$ cat src/hdl/cic_pkg.sv
// Constants and types shared by the core interrupt control block
package cic_pkg;

  // --------------------------------------------------------------
  // Register indices (byte address = 4 * index)
  // --------------------------------------------------------------
  localparam logic [9:0] CIC_ICR_IDX_B0 = 10'h00B;
  localparam logic [9:0] CIC_ICR_IDX_B1 = 10'h08B;
  localparam logic [9:0] CIC_ICR_IDX_B2 = 10'h10B;
  localparam logic [9:0] CIC_ICR_IDX_B3 = 10'h18B;
  localparam logic [9:0] CIC_PORT_IDX = 10'h006;
  localparam logic [9:0] CIC_EVT_STAT_IDX = 10'h040;
  localparam logic [9:0] CIC_EVT_CLR_IDX = 10'h041;
  localparam logic [9:0] CIC_EVT_EN_IDX = 10'h042;

  // --------------------------------------------------------------
  // Field positions of interrupt_control
  // --------------------------------------------------------------
  localparam int CIC_GLOBAL_EN_BIT = 7;
  localparam int CIC_PERIPH_EN_BIT = 6;
  localparam int CIC_T0IE_BIT = 5;
  localparam int CIC_EXTIE_BIT = 4;
  localparam int CIC_CHGIE_BIT = 3;
  localparam int CIC_T0IF_BIT = 2;
  localparam int CIC_EXTIF_BIT = 1;
  localparam int CIC_CHGIF_BIT = 0;

  // Event status / clear / enable layout
  localparam int CIC_EVT_W = 3;
  localparam int CIC_EVT_T0_BIT = 0;
  localparam int CIC_EVT_EXT_BIT = 1;
  localparam int CIC_EVT_CHG_BIT = 2;

  // --------------------------------------------------------------
  // Reset values and counts
  // --------------------------------------------------------------
  localparam logic [7:0] CIC_ICR_RST = 8'h00;
  localparam logic [2:0] CIC_EVT_RST = 3'h0;
  localparam logic [2:0] CIC_EVT_EN_RST = 3'h0;
  localparam logic [3:0] CIC_SNAP_RST = 4'h0;
  localparam logic [2:0] CIC_SETTLE_CYCLES = 3'h5;
  localparam logic [2:0] CIC_HSIZE_WORD = 3'h2;

  typedef enum logic [2:0] {
    CIC_SEL_NONE = 3'b000,
    CIC_SEL_ICR = 3'b001,
    CIC_SEL_PORT = 3'b010,
    CIC_SEL_EVT_STAT = 3'b011,
    CIC_SEL_EVT_CLR = 3'b100,
    CIC_SEL_EVT_EN = 3'b101
  } cic_sel_t;

endpackage : cic_pkg

$ cat src/hdl/cic_pin_sync.sv
// Three-stage pin synchroniser with second/third stage agreement
`timescale 1ns/100ps
module cic_pin_sync #(
  parameter int WIDTH = 1
) (
  // Clock and reset
  input wire logic clk,
  input wire logic rst_n,
  // Pins and settled levels
  input wire logic [WIDTH-1:0] async_in,
  output logic [WIDTH-1:0] stable_out
);

  genvar gi;
  generate
    for (gi = 0; gi < WIDTH; gi++) begin : g_bit
      logic s1_q;
      logic s2_q;
      logic s3_q;
      logic st_q;
      always_ff @(posedge clk or negedge rst_n) begin
        if (!rst_n) begin
          s1_q <= 1'b0;
          s2_q <= 1'b0;
          s3_q <= 1'b0;
        end else begin
          s1_q <= async_in[gi];
          s2_q <= s1_q;
          s3_q <= s2_q;
        end
      end
      // Change counts once second and third stage agree
      always_ff @(posedge clk or negedge rst_n) begin
        if (!rst_n) begin
          st_q <= 1'b0;
        end else if (s2_q == s3_q) begin
          st_q <= s3_q;
        end
      end
      assign stable_out[gi] = st_q;
    end
  endgenerate

endmodule : cic_pin_sync

$ cat src/hdl/cic_core_irq.sv
// Core interrupt control register block with AHB-Lite access
//
// How it works
// - The interrupt control register answers at the same offset in all four banks.
// - After reset all eight bits read zero, all bits are R/W.
// - Each flag is set by its event whatever its own enable and the global enable hold.
// - The global enable lets unmasked interrupts reach the core and blocks all when zero.
// - The peripheral enable passes or blocks the peripheral request.
// - The timer0 enable passes or blocks the timer0 overflow interrupt.
// - The external pin enable passes or blocks the external pin interrupt.
// - The port change enable passes or blocks the port change interrupt.
// - The timer0 flag sets on overflow and only software clears it.
// - The external pin flag sets on a pin event and only software clears it.
// - The port change flag sets when any upper port pin changes, software clears it.
// - A standing mismatch keeps setting the change flag until a port read ends it.
`timescale 1ns/100ps
module cic_core_irq
  import cic_pkg::*;
#(
  parameter int ADDR_W = 12,
  parameter int CHG_W = 4,
  parameter logic EXT_RISING = 1'b1
) (
  // Clock and reset
  input wire logic hclk,
  input wire logic hresetn,
  // AHB-Lite slave
  input wire logic hsel,
  input wire logic [ADDR_W-1:0] haddr,
  input wire logic [1:0] htrans,
  input wire logic hwrite,
  input wire logic [2:0] hsize,
  input wire logic [31:0] hwdata,
  input wire logic hready,
  output logic [31:0] hrdata,
  output logic hreadyout,
  output logic hresp,
  // Event sources
  input wire logic timer0_overflow,
  input wire logic periph_irq_req,
  input wire logic ext_irq_pin,
  input wire logic [CHG_W-1:0] change_sense_pins,
  // Requests
  output logic core_irq_req,
  output logic irq
);

  // --------------------------------------------------------------
  // Address decode
  // --------------------------------------------------------------
  function automatic cic_sel_t decode_sel(input logic [9:0] idx);
    case (idx)
      CIC_ICR_IDX_B0, CIC_ICR_IDX_B1,
      CIC_ICR_IDX_B2, CIC_ICR_IDX_B3: decode_sel = CIC_SEL_ICR;
      CIC_PORT_IDX: decode_sel = CIC_SEL_PORT;
      CIC_EVT_STAT_IDX: decode_sel = CIC_SEL_EVT_STAT;
      CIC_EVT_CLR_IDX: decode_sel = CIC_SEL_EVT_CLR;
      CIC_EVT_EN_IDX: decode_sel = CIC_SEL_EVT_EN;
      default: decode_sel = CIC_SEL_NONE;
    endcase
  endfunction : decode_sel

  logic acc;
  logic [9:0] acc_idx;
  cic_sel_t acc_sel;
  cic_sel_t wr_sel_q;
  logic [31:0] hrdata_q;
  logic [31:0] rd_word;
  logic rd_port;
  logic [7:0] icr_q;
  logic [CIC_EVT_W-1:0] evt_q;
  logic [CIC_EVT_W-1:0] evt_en_q;
  logic [CIC_EVT_W-1:0] evt_set;
  logic [CIC_EVT_W-1:0] evt_clr;
  logic [CHG_W:0] pins_s;
  logic [CHG_W-1:0] snap_q;
  logic ext_prev_q;
  logic [2:0] settle_q;
  logic armed;
  logic ext_evt;
  logic mismatch;
  logic mismatch_q;
  logic req_d;
  logic core_irq_q;
  logic irq_q;
  logic first_q;

  assign acc = hsel & hready & htrans[1];
  assign acc_idx = haddr[11:2];
  assign acc_sel = decode_sel(acc_idx);
  assign rd_port = acc & ~hwrite & (acc_sel == CIC_SEL_PORT);

  // --------------------------------------------------------------
  // Bus address phase and read data
  // --------------------------------------------------------------
  always_comb begin
    case (acc_sel)
      CIC_SEL_ICR: rd_word = {24'h000000, icr_q};
      CIC_SEL_PORT: rd_word = {24'h000000, pins_s[CHG_W:1], 4'h0};
      CIC_SEL_EVT_STAT: rd_word = {29'h00000000, evt_q};
      CIC_SEL_EVT_EN: rd_word = {29'h00000000, evt_en_q};
      default: rd_word = 32'h00000000;
    endcase
  end

  always_ff @(posedge hclk or negedge hresetn) begin
    if (!hresetn) begin
      wr_sel_q <= CIC_SEL_NONE;
    end else if (acc && hwrite && hsize == CIC_HSIZE_WORD) begin
      wr_sel_q <= acc_sel;
    end else begin
      wr_sel_q <= CIC_SEL_NONE;
    end
  end

  always_ff @(posedge hclk or negedge hresetn) begin
    if (!hresetn) begin
      hrdata_q <= 32'h00000000;
    end else if (acc && !hwrite) begin
      hrdata_q <= rd_word;
    end else begin
      hrdata_q <= 32'h00000000;
    end
  end

  assign hrdata = hrdata_q;
  assign hreadyout = 1'b1;
  assign hresp = 1'b0;

  // --------------------------------------------------------------
  // Pin synchronisers and event detection
  // --------------------------------------------------------------
  cic_pin_sync #(
    .WIDTH(CHG_W + 1)
  ) u_sync (
    .clk(hclk),
    .rst_n(hresetn),
    .async_in({change_sense_pins, ext_irq_pin}),
    .stable_out(pins_s)
  );

  // Hold off detection until the synchronisers show real pin levels
  always_ff @(posedge hclk or negedge hresetn) begin
    if (!hresetn) begin
      settle_q <= 3'h0;
    end else if (settle_q != CIC_SETTLE_CYCLES) begin
      settle_q <= settle_q + 3'h1;
    end
  end
  assign armed = (settle_q == CIC_SETTLE_CYCLES);

  always_ff @(posedge hclk or negedge hresetn) begin
    if (!hresetn) begin
      ext_prev_q <= 1'b0;
    end else begin
      ext_prev_q <= pins_s[0];
    end
  end
  assign ext_evt = armed & (EXT_RISING ? (pins_s[0] & ~ext_prev_q)
                                       : (~pins_s[0] & ext_prev_q));

  // Copy of the upper pins, retaken on every port read
  always_ff @(posedge hclk or negedge hresetn) begin
    if (!hresetn) begin
      snap_q <= CIC_SNAP_RST;
    end else if (!armed || rd_port) begin
      snap_q <= pins_s[CHG_W:1];
    end
  end
  assign mismatch = armed & (pins_s[CHG_W:1] != snap_q);

  always_ff @(posedge hclk or negedge hresetn) begin
    if (!hresetn) begin
      mismatch_q <= 1'b0;
    end else begin
      mismatch_q <= mismatch;
    end
  end

  // --------------------------------------------------------------
  // Interrupt control register
  // --------------------------------------------------------------
  always_ff @(posedge hclk or negedge hresetn) begin
    if (!hresetn) begin
      icr_q <= CIC_ICR_RST;
    end else if (wr_sel_q == CIC_SEL_ICR) begin
      icr_q <= hwdata[7:0];
      // Event in the write cycle wins over a written zero
      if (timer0_overflow) icr_q[CIC_T0IF_BIT] <= 1'b1;
      if (ext_evt) icr_q[CIC_EXTIF_BIT] <= 1'b1;
      if (mismatch) icr_q[CIC_CHGIF_BIT] <= 1'b1;
    end else begin
      // Flags ignore every enable bit
      if (timer0_overflow) icr_q[CIC_T0IF_BIT] <= 1'b1;
      if (ext_evt) icr_q[CIC_EXTIF_BIT] <= 1'b1;
      if (mismatch) icr_q[CIC_CHGIF_BIT] <= 1'b1;
    end
  end

  // --------------------------------------------------------------
  // Event status, clear and enable
  // --------------------------------------------------------------
  assign evt_set = {mismatch & ~mismatch_q, ext_evt, timer0_overflow};
  assign evt_clr = (wr_sel_q == CIC_SEL_EVT_CLR) ? hwdata[CIC_EVT_W-1:0] : CIC_EVT_RST;

  always_ff @(posedge hclk or negedge hresetn) begin
    if (!hresetn) begin
      evt_q <= CIC_EVT_RST;
    end else begin
      evt_q <= (evt_q & ~evt_clr) | evt_set;
    end
  end

  always_ff @(posedge hclk or negedge hresetn) begin
    if (!hresetn) begin
      evt_en_q <= CIC_EVT_EN_RST;
    end else if (wr_sel_q == CIC_SEL_EVT_EN) begin
      evt_en_q <= hwdata[CIC_EVT_W-1:0];
    end
  end

  // --------------------------------------------------------------
  // Request outputs
  // --------------------------------------------------------------
  always_comb begin
    req_d = icr_q[CIC_GLOBAL_EN_BIT] & (
      (icr_q[CIC_T0IE_BIT] & icr_q[CIC_T0IF_BIT]) |
      (icr_q[CIC_EXTIE_BIT] & icr_q[CIC_EXTIF_BIT]) |
      (icr_q[CIC_CHGIE_BIT] & icr_q[CIC_CHGIF_BIT]) |
      (icr_q[CIC_PERIPH_EN_BIT] & periph_irq_req));
  end

  always_ff @(posedge hclk or negedge hresetn) begin
    if (!hresetn) begin
      core_irq_q <= 1'b0;
      irq_q <= 1'b0;
    end else begin
      core_irq_q <= req_d;
      irq_q <= |(evt_q & evt_en_q);
    end
  end

  assign core_irq_req = core_irq_q;
  assign irq = irq_q;

  // --------------------------------------------------------------
  // Checks
  // --------------------------------------------------------------
  always_ff @(posedge hclk or negedge hresetn) begin
    if (!hresetn) begin
      first_q <= 1'b1;
    end else begin
      first_q <= 1'b0;
    end
  end

  a_reset_low_bits: assert property (
    @(posedge hclk) disable iff (!hresetn)
    first_q |-> (icr_q[7:1] == 7'h00))
    else $error("control bits not zero after reset");

  a_alias_read: assert property (
    @(posedge hclk) disable iff (!hresetn)
    (acc && !hwrite && acc_sel == CIC_SEL_ICR)
      |=> (hrdata == {24'h000000, $past(icr_q)}))
    else $error("bank alias read does not return control register");

  a_timer_flag: assert property (
    @(posedge hclk) disable iff (!hresetn)
    timer0_overflow |=> icr_q[CIC_T0IF_BIT] [*2]
      or ($past(wr_sel_q) == CIC_SEL_ICR)
      or (wr_sel_q == CIC_SEL_ICR))
    else $error("timer0 flag not set or not held");

  a_ext_flag: assert property (
    @(posedge hclk) disable iff (!hresetn)
    ext_evt |=> icr_q[CIC_EXTIF_BIT])
    else $error("external pin flag not set");

  a_change_flag: assert property (
    @(posedge hclk) disable iff (!hresetn)
    mismatch |=> icr_q[CIC_CHGIF_BIT])
    else $error("change flag not kept set during mismatch");

  a_global_block: assert property (
    @(posedge hclk) disable iff (!hresetn)
    !icr_q[CIC_GLOBAL_EN_BIT] |=> !core_irq_req)
    else $error("request with global enable clear");

  a_periph_gate: assert property (
    @(posedge hclk) disable iff (!hresetn)
    (icr_q[CIC_GLOBAL_EN_BIT] && icr_q[CIC_PERIPH_EN_BIT] && periph_irq_req)
      |=> core_irq_req)
    else $error("peripheral request not passed");

  a_timer_request: assert property (
    @(posedge hclk) disable iff (!hresetn)
    (icr_q[CIC_GLOBAL_EN_BIT] && icr_q[CIC_T0IE_BIT] && icr_q[CIC_T0IF_BIT])
      |=> core_irq_req)
    else $error("enabled timer0 flag gives no request");

  a_no_request: assert property (
    @(posedge hclk) disable iff (!hresetn)
    (!(icr_q[CIC_T0IE_BIT] && icr_q[CIC_T0IF_BIT])
      && !(icr_q[CIC_EXTIE_BIT] && icr_q[CIC_EXTIF_BIT])
      && !(icr_q[CIC_CHGIE_BIT] && icr_q[CIC_CHGIF_BIT])
      && !(icr_q[CIC_PERIPH_EN_BIT] && periph_irq_req)) |=> !core_irq_req)
    else $error("request without enabled source");

  a_snap_on_read: assert property (
    @(posedge hclk) disable iff (!hresetn)
    (armed && rd_port) |=> (snap_q == $past(pins_s[CHG_W:1])))
    else $error("port read does not retake pin copy");

  a_event_irq: assert property (
    @(posedge hclk) disable iff (!hresetn)
    (|(evt_q & evt_en_q)) |=> irq)
    else $error("enabled event status gives no interrupt");

  a_ext_request: assert property (
    @(posedge hclk) disable iff (!hresetn)
    (icr_q[CIC_GLOBAL_EN_BIT] && icr_q[CIC_EXTIE_BIT] && icr_q[CIC_EXTIF_BIT])
      |=> core_irq_req)
    else $error("enabled external pin flag gives no request");

  a_change_request: assert property (
    @(posedge hclk) disable iff (!hresetn)
    (icr_q[CIC_GLOBAL_EN_BIT] && icr_q[CIC_CHGIE_BIT] && icr_q[CIC_CHGIF_BIT])
      |=> core_irq_req)
    else $error("enabled change flag gives no request");

  a_ext_hold: assert property (
    @(posedge hclk) disable iff (!hresetn)
    (icr_q[CIC_EXTIF_BIT] && wr_sel_q != CIC_SEL_ICR) |=> icr_q[CIC_EXTIF_BIT])
    else $error("external pin flag cleared without a write");

  a_change_hold: assert property (
    @(posedge hclk) disable iff (!hresetn)
    (icr_q[CIC_CHGIF_BIT] && wr_sel_q != CIC_SEL_ICR) |=> icr_q[CIC_CHGIF_BIT])
    else $error("change flag cleared without a write");

  a_flag_unmasked: assert property (
    @(posedge hclk) disable iff (!hresetn)
    (ext_evt && !icr_q[CIC_GLOBAL_EN_BIT] && !icr_q[CIC_EXTIE_BIT])
      |=> icr_q[CIC_EXTIF_BIT])
    else $error("masked external pin event sets no flag");

  a_read_idle: assert property (
    @(posedge hclk) disable iff (!hresetn)
    !(acc && !hwrite) |=> (hrdata == 32'h00000000))
    else $error("read data not zero outside a read");

endmodule : cic_core_irq

$ cat config.mk
export PLATFORM = sky130hd
export DESIGN_NAME = cic_core_irq
export DESIGN_NICKNAME = d
export VERILOG_FILES = /design/src/hdl/cic_pkg.sv /design/src/hdl/cic_pin_sync.sv /design/src/hdl/cic_core_irq.sv
export SDC_FILE = /design/constraint.sdc
export NUM_CORES = 1
export LEC_CHECK = 0
export CAP_MARGIN = 25
export CORE_UTILIZATION = 61
export CTS_CLUSTER_SIZE = 8
export DETAILED_ROUTE_END_ITERATION = 8
export DONT_BUFFER_PORTS = 1
export MAX_ROUTING_LAYER = met4
export PLACE_DENSITY_LB_ADDON = 0.05
export SYNTH_ARGS = -nofsm -noshare
export SYNTH_HDL_FRONTEND = slang
export SYNTH_SLANG_ARGS = --single-unit
$ cat constraint.sdc
create_clock -name hclk -period 1.58 [get_ports hclk]
set_input_delay 0.158 -clock hclk [delete_from_list [all_inputs] [get_ports hclk]]
set_output_delay 0.158 -clock hclk [all_outputs]
set_load 0.05 [all_outputs]
==> flow_metrics.tcl, run 1 <==
set metrics [dict create \
    slew_violations 0 \
    via_count 1405 \
    nets 272 \
    yosys.area.top_type "dfrtp_1" \
    syn2layout_area_growth_pct 10.66 \
    hold_viol 0 \
    htreeDepth 2 \
    fp.dieH_um 64.66 \
    fp.dieArea_um2 4180 \
    rr_worst_depth 5 \
    insertedDiodeCount 0 \
    netSwitchingFraction_pct 27.02 \
    min_from "hwdata[1]" \
    maxCapViolations 0 \
    post-cts-setup-buffer-count 0 \
    irDropWorstVdd_mv 0.6874 \
    pwr-share-clk_pct 30.5 \
    grt_pass1_wl_um 6465 \
    gp_congestion 0.7676 \
    num_io_pins 97 \
    post-dp-hpwl_um 2661 \
    cts_buffers 5 \
    async_flop_share_pct 100.0 \
    route.detailed.drc 0 \
    cp.arrival_ns 1.64 \
    grt_overflow 0 \
    yosys-top-cells-count "dfrtp_1, buf_4, nor2_1" \
    ys_seq_area_share_pct 58.52 \
    power_leakage_nw 1.136 \
    switchingPower_w 0.0007016 \
    status "completed" \
    syn-cell-area_um2 2395 \
    critPathCaptureType "flip-flop" \
    synth_area_leaders "dfrtp_1, buf_4, mux2_2" \
    reg2reg_slack_ns 0.14 \
    clock_latency_ns 0.31 \
    path_max_fanout 5 \
    post_synth.cell_area_avg_um2 12.88 \
    cts_buffer_depth 2 \
    power_density_nw_per_um2 979.8 \
    drt-total-wl_um 3886 \
    rsz0062_at_grt "false" \
    clk_pin_slew_ns 0.10 \
    synth-warning-count 0 \
    synth_top_area_share_pct 58.52 \
    clkSinkCount 56 \
    totalNegativeSetupSlack_ns 0 \
    r2r_end "snap_q[1]$_DFFE_PN0P_" \
    start_util_pct 64.44 \
    critical_path_class "flip-flop to flip-flop" \
    min_path_cells 3 \
    vias_per_cell 5.446 \
    drtIter0Drc 67 \
    antenna_found_initial 0 \
    portBuffers 0 \
    finalCritPeriodShare_pct 91.25 \
    n_fill_cell 264 \
    min_path_type "input port to flip-flop" \
    holdPathEnd "evt_q[1]$_DFF_PN0_" \
    synth.most_common_cell "dfrtp_1" \
    fmax_mhz 693.6 \
    pre_cts_ws_ns 0.08683 \
    synth.distinct_cells 43 \
    grtUsageTotal_pct 22.09 \
    wl_per_cell_um 15.06 \
    ys_seq_elements 56 \
    cts_tree "yes" \
    die_w_um 64.66 \
    synth_cells 186 \
    root_buffer "clkbuf_8" \
    fin_ws_ns 0.1383 \
    dp.cells 231 \
    rows 22 \
    comb_power_share_pct 11.0 \
    pwr-share-seq_pct 58.5 \
    intPower_w 0.001895 \
    drtAntennaViolNets 0 \
    firstDrtPassIters 4 \
    synth_edf_count 0 \
    grt_max_degree 57 \
    finalClockSkew_ns 0.007295 \
    core_um2 3716 \
    drive_above_1_share_pct 15.24 \
    final_cells 258 \
    synthFlopType "dfrtp_1" \
    grt_pass1_vias 1371 \
    setup_violations 0 \
    rr_startpoint "settle_q[1]$_DFFE_PN0N_" \
    start_kind "flip-flop" \
    period_needed_ns 1.442 \
    required_ns 1.78 \
]
==> registers in the layout (all words and copies together), names as in the netlist <==
name / cells
hrdata: 8
icr_q: 8
u_sync.g_bit.s1_q: 5
u_sync.g_bit.s2_q: 5
u_sync.g_bit.s3_q: 5
u_sync.g_bit.st_q: 5
snap_q: 4
evt_en_q: 3
evt_q: 3
settle_q: 3
wr_sel_q: 3
core_irq_req: 1
ext_prev_q: 1
irq: 1
mismatch_q: 1
==> cells in the final DEF, fill, tap and decap left out, types with 3 or more instances in the layout <==
cell type,instances
dlygate4sd3_1,18
conb_1,26
maj3_1,5
nand2_1,10
clkbuf_8,5
nor2_1,14
mux2_4,4
a22oi_1,9
inv_1,3
xnor2_1,5
mux2_2,11
dfrtp_1,56
==> how the worst max path moves through the flow <==
stage	start	to	slack [ns]	depth (start not counted)
2_1_floorplan	haddr[7]	snap_q[0]$_DFFE_PN0P_	0.08	5
3_3_place_gp	settle_q[1]$_DFFE_PN0N_	snap_q[3]$_DFFE_PN0P_	0.14	5
3_5_place_dp	settle_q[1]$_DFFE_PN0N_	snap_q[1]$_DFFE_PN0P_	0.09	5
4_1_cts	settle_q[1]$_DFFE_PN0N_	snap_q[1]$_DFFE_PN0P_	0.07	5
5_1_grt	settle_q[1]$_DFFE_PN0N_	snap_q[1]$_DFFE_PN0P_	0.06	5
6_report	settle_q[1]$_DFFE_PN0N_	snap_q[1]$_DFFE_PN0P_	0.14	5
==> metrics by stage <==
| step | instance area (um2) | hold WS (ns) | utilization (%) | power, W |
|---|---|---|---|---|
| final | 2650 | 0.01073 | 71.31 | 0.002597 |
| after global routing | 2650 | 0.01605 | 71.31 | 0.002711 |
| after CTS | 2638 | 0.003490 | 70.98 | 0.002618 |
| after detailed placement | 2346 | -0.1363 | 63.13 | 0.001762 |
| after global placement | 2346 | -0.1364 | 63.13 | 0.001757 |
| after floorplan | 2485 | -0.1376 | - | 0.001799 |
==> area by class of cell <==
| class | instances | area (um2) | share of cell area [%] |
|---|---|---|---|
| timing repair buffer | 21 | 222.7 | 8.404 |
| sequential | 56 | 1401 | 52.88 |
| clock inverter | 3 | 25.02 | 0.9443 |
| clock buffer | 5 | 68.82 | 2.597 |
| inverter | 3 | 11.26 | 0.4249 |
| tap | 48 | 60.06 | 2.266 |
| multi-input combinational | 122 | 860.8 | 32.48 |
==> power groups by stage <==
stage / clock network [W] / logic, W / registers (W)
2_1_floorplan: 0 / 0.000261 / 0.00154
3_3_place_gp: 0 / 0.000210 / 0.00155
3_5_place_dp: 0 / 0.000213 / 0.00155
4_1_cts: 0.000812 / 0.000285 / 0.00152
5_1_grt: 0.000878 / 0.000306 / 0.00153
6_report: 0.000791 / 0.000286 / 0.00152
==> critical path: stages (launching register included) <==
cell,delay [ns]
dfrtp_1,0.41
inv_1,0.07
ha_1,0.19
nand2_2,0.13
a21o_4,0.24
mux2_4,0.30
==> routing by layer <==
metal	global-route usage [%]	vias to the layer above	wire, um
li1	-	634	-
met1	26.82	701	1617
met2	35.53	63	1976
met3	6.514	7	237
met4	7.500	0	56
met5	-	-	0
==> cells by family after synthesis <==
group	share of synthesized area, %
AO/OA/AOI/OAI	6.740
XOR/XNOR	2.194
adder cells (fa/ha/maj)	3.135
buffers and inverters	9.405
flip-flops	58.52
multiplexers	8.516
other	0.3136
AND/OR/NAND/NOR	11.18
==> repair_timing <==
item                       4_1_cts  5_1_grt
gates resized for setup          0        1
hold buffers                    18        1
hold endpoints to repair        74        1
setup endpoints to repair        0        4
Note: power is estimated with default switching activity, not from simulation.
==> run 2, diff against run 1 <==
--- a/config.mk
+++ b/config.mk
@@ -5,11 +5,11 @@
 export SDC_FILE = /design/constraint.sdc
 export NUM_CORES = 1
 export LEC_CHECK = 0
+export BUFFER_PORTS_ARGS = -buffer_cell sky130_fd_sc_hd__buf_4
 export CAP_MARGIN = 25
-export CORE_UTILIZATION = 61
+export CORE_UTILIZATION = 48
 export CTS_CLUSTER_SIZE = 8
 export DETAILED_ROUTE_END_ITERATION = 8
-export DONT_BUFFER_PORTS = 1
 export MAX_ROUTING_LAYER = met4
 export PLACE_DENSITY_LB_ADDON = 0.05
 export SYNTH_ARGS = -nofsm -noshare
==> flow_metrics.tcl, run 2 (synthesized netlist as in run 1, its figures left out) <==
set metrics [dict create \
    status "completed" \
    post-dp-hpwl_um 3121 \
    fp.dieArea_um2 5276 \
    root_buffer "clkbuf_8" \
    vias_per_cell 4.823 \
    intPower_w 0.002067 \
    gp_congestion 0.7968 \
    power_density_nw_per_um2 954.0 \
    hold_slack_ns 0.05051 \
    num_io_pins 97 \
    clock_latency_ns 0.30 \
    layout_commonest_cell "dfrtp_1" \
    start_kind "flip-flop" \
    n_fill_cell 411 \
    drive_above_1_share_pct 31.56 \
    nets 306 \
    finalClockSkew_ns 0.005648 \
    wl_per_cell_um 13.48 \
    portBuffers 43 \
    switchingPower_w 0.0006939 \
    slew_violations 0 \
    relSlewSlack_pct 55.52 \
    cts_buffers 5 \
    required_ns 1.77 \
    worstMarginPinSlew_ns 0.6672 \
    antenna_found_initial 0 \
    fin_ws_ns 0.08830 \
    post-cts-setup-buffer-count 0 \
    pwr-share-clk_pct 33.0 \
    grtUsageTotal_pct 17.37 \
    drt-total-wl_um 4193 \
    multi_input_area_um2 858.3 \
    rsz0062_at_grt "false" \
    clkSinkCount 56 \
    maxCapViolations 0 \
    cts_tree "yes" \
    grt_pass1_wl_um 6693 \
    start_util_pct 50.37 \
    pre_cts_ws_ns 0.02363 \
    syn2layout_area_growth_pct 20.85 \
    netSwitchingFraction_pct 25.13 \
    critPathCaptureType "flip-flop" \
    route.detailed.drc 0 \
    grt_max_degree 57 \
    irDropWorstVdd_mv 0.6232 \
    firstDrtPassIters 4 \
    drtAntennaViolNets 0 \
    register_area_um2 1401 \
    insertedDiodeCount 0 \
    clk_pin_slew_ns 0.10 \
    core_um2 4755 \
    finish.utilization_pct 60.87 \
    htreeDepth 2 \
    grt_overflow 0 \
    die_w_um 72.64 \
    hold_viol 0 \
    fp.dieH_um 72.64 \
    power_leakage_nw 1.316 \
    via_count 1500 \
    min_path_type "input port to flip-flop" \
    critical_path_class "flip-flop to flip-flop" \
    layout_common_cells "dfrtp_1, buf_4, conb_1" \
    drtIter0Drc 44 \
    totalNegativeSetupSlack_ns 0 \
    setup_violations 0 \
    fmax_mhz 670.4 \
    rows 25 \
    pwr-share-seq_pct 55.0 \
    cts_buffer_depth 2 \
    path_max_fanout 5 \
    finalCritPeriodShare_pct 94.41 \
    period_needed_ns 1.492 \
    grt_pass1_vias 1499 \
    cp.arrival_ns 1.68 \
    comb_power_share_pct 12.0 \
]
-- run 2: cell types whose count changed in the layout (fill, tap and decap cells not counted) --
cell / before / now
inv_6: 2 / 0
buf_16: 1 / 0
nand2_2: 1 / 0
clkinv_2: 0 / 1
bufinv_16: 0 / 1
nand2_1: 10 / 11
buf_4: 2 / 49
dlygate4sd3_1: 18 / 6
-- run 2: repair_timing --
action	in CTS	in global routing
hold endpoints to repair	61	0
hold buffers	6	0
gates resized for setup	0	0
-- run 2: metal layers --
layer  track usage (%)  vias up  share of wire (%)
met4             5.882        0                1.0
met1             21.16      741                 44
li1                  -      701                  -
met2             29.39       53                 50
met3             3.039        5                5.3
met5                 -        -                  0
-- run 2: final cells by class --
cell class / count / share of cell area, %
inverters: 3 / 0.3891
well taps: 67 / 2.897
clock inverters: 3 / 1.470
multi-input cells: 122 / 29.66
repair buffers: 55 / 14.79
clock buffers: 5 / 2.378
flip-flops and latches: 56 / 48.42
-- run 2: power by group through the flow --
stage,Combinational [W],Sequential (W),Clock [W]
6_report,0.000331,0.00152,0.000912
5_1_grt,0.000356,0.00152,0.000983
4_1_cts,0.000334,0.00152,0.000934
3_5_place_dp,0.000321,0.00155,0
3_3_place_gp,0.000314,0.00154,0
2_1_floorplan,0.000261,0.00154,0
-- run 2: metrics by stage --
step,area [um2],total power (W),instances
after global routing,2894,0.002863,311
after floorplan,2485,0.001799,210
after global placement,2723,0.001857,297
after detailed placement,2723,0.001868,297
final,2894,0.002761,311
after CTS,2894,0.002787,311
-- run 2: final timing paths --
| check | slack (ns) | to | depth (start not counted) | from |
|---|---|---|---|---|
| setup / recovery | 0.09 | snap_q[2]$_DFFE_PN0P_ | 5 | settle_q[1]$_DFFE_PN0N_ |
| hold / removal | 0.05 | wr_sel_q[1]$_DFF_PN0_ | 2 | haddr[2] |
| setup reg to reg | 0.09 | snap_q[2]$_DFFE_PN0P_ | 5 | settle_q[1]$_DFFE_PN0N_ |
| hold reg to reg | 0.36 | u_sync.g_bit[1].s2_q$_DFF_PN0_ | 0 | u_sync.g_bit[1].s1_q$_DFF_PN0_ |
| max in group asynchronous | 0.70 | evt_en_q[2]$_DFFE_PN0N_ | 2 | hresetn |
| min in group asynchronous | 0.43 | hrdata[6]$_DFF_PN0_ | 2 | hresetn |
-- run 2: worst max-delay path, cell delays in order (launching register included) --
cell and delay (ns):
dfrtp_1 0.41, inv_1 0.06, ha_1 0.17, nand2_1 0.18
a21o_4 0.26, mux2_4 0.30
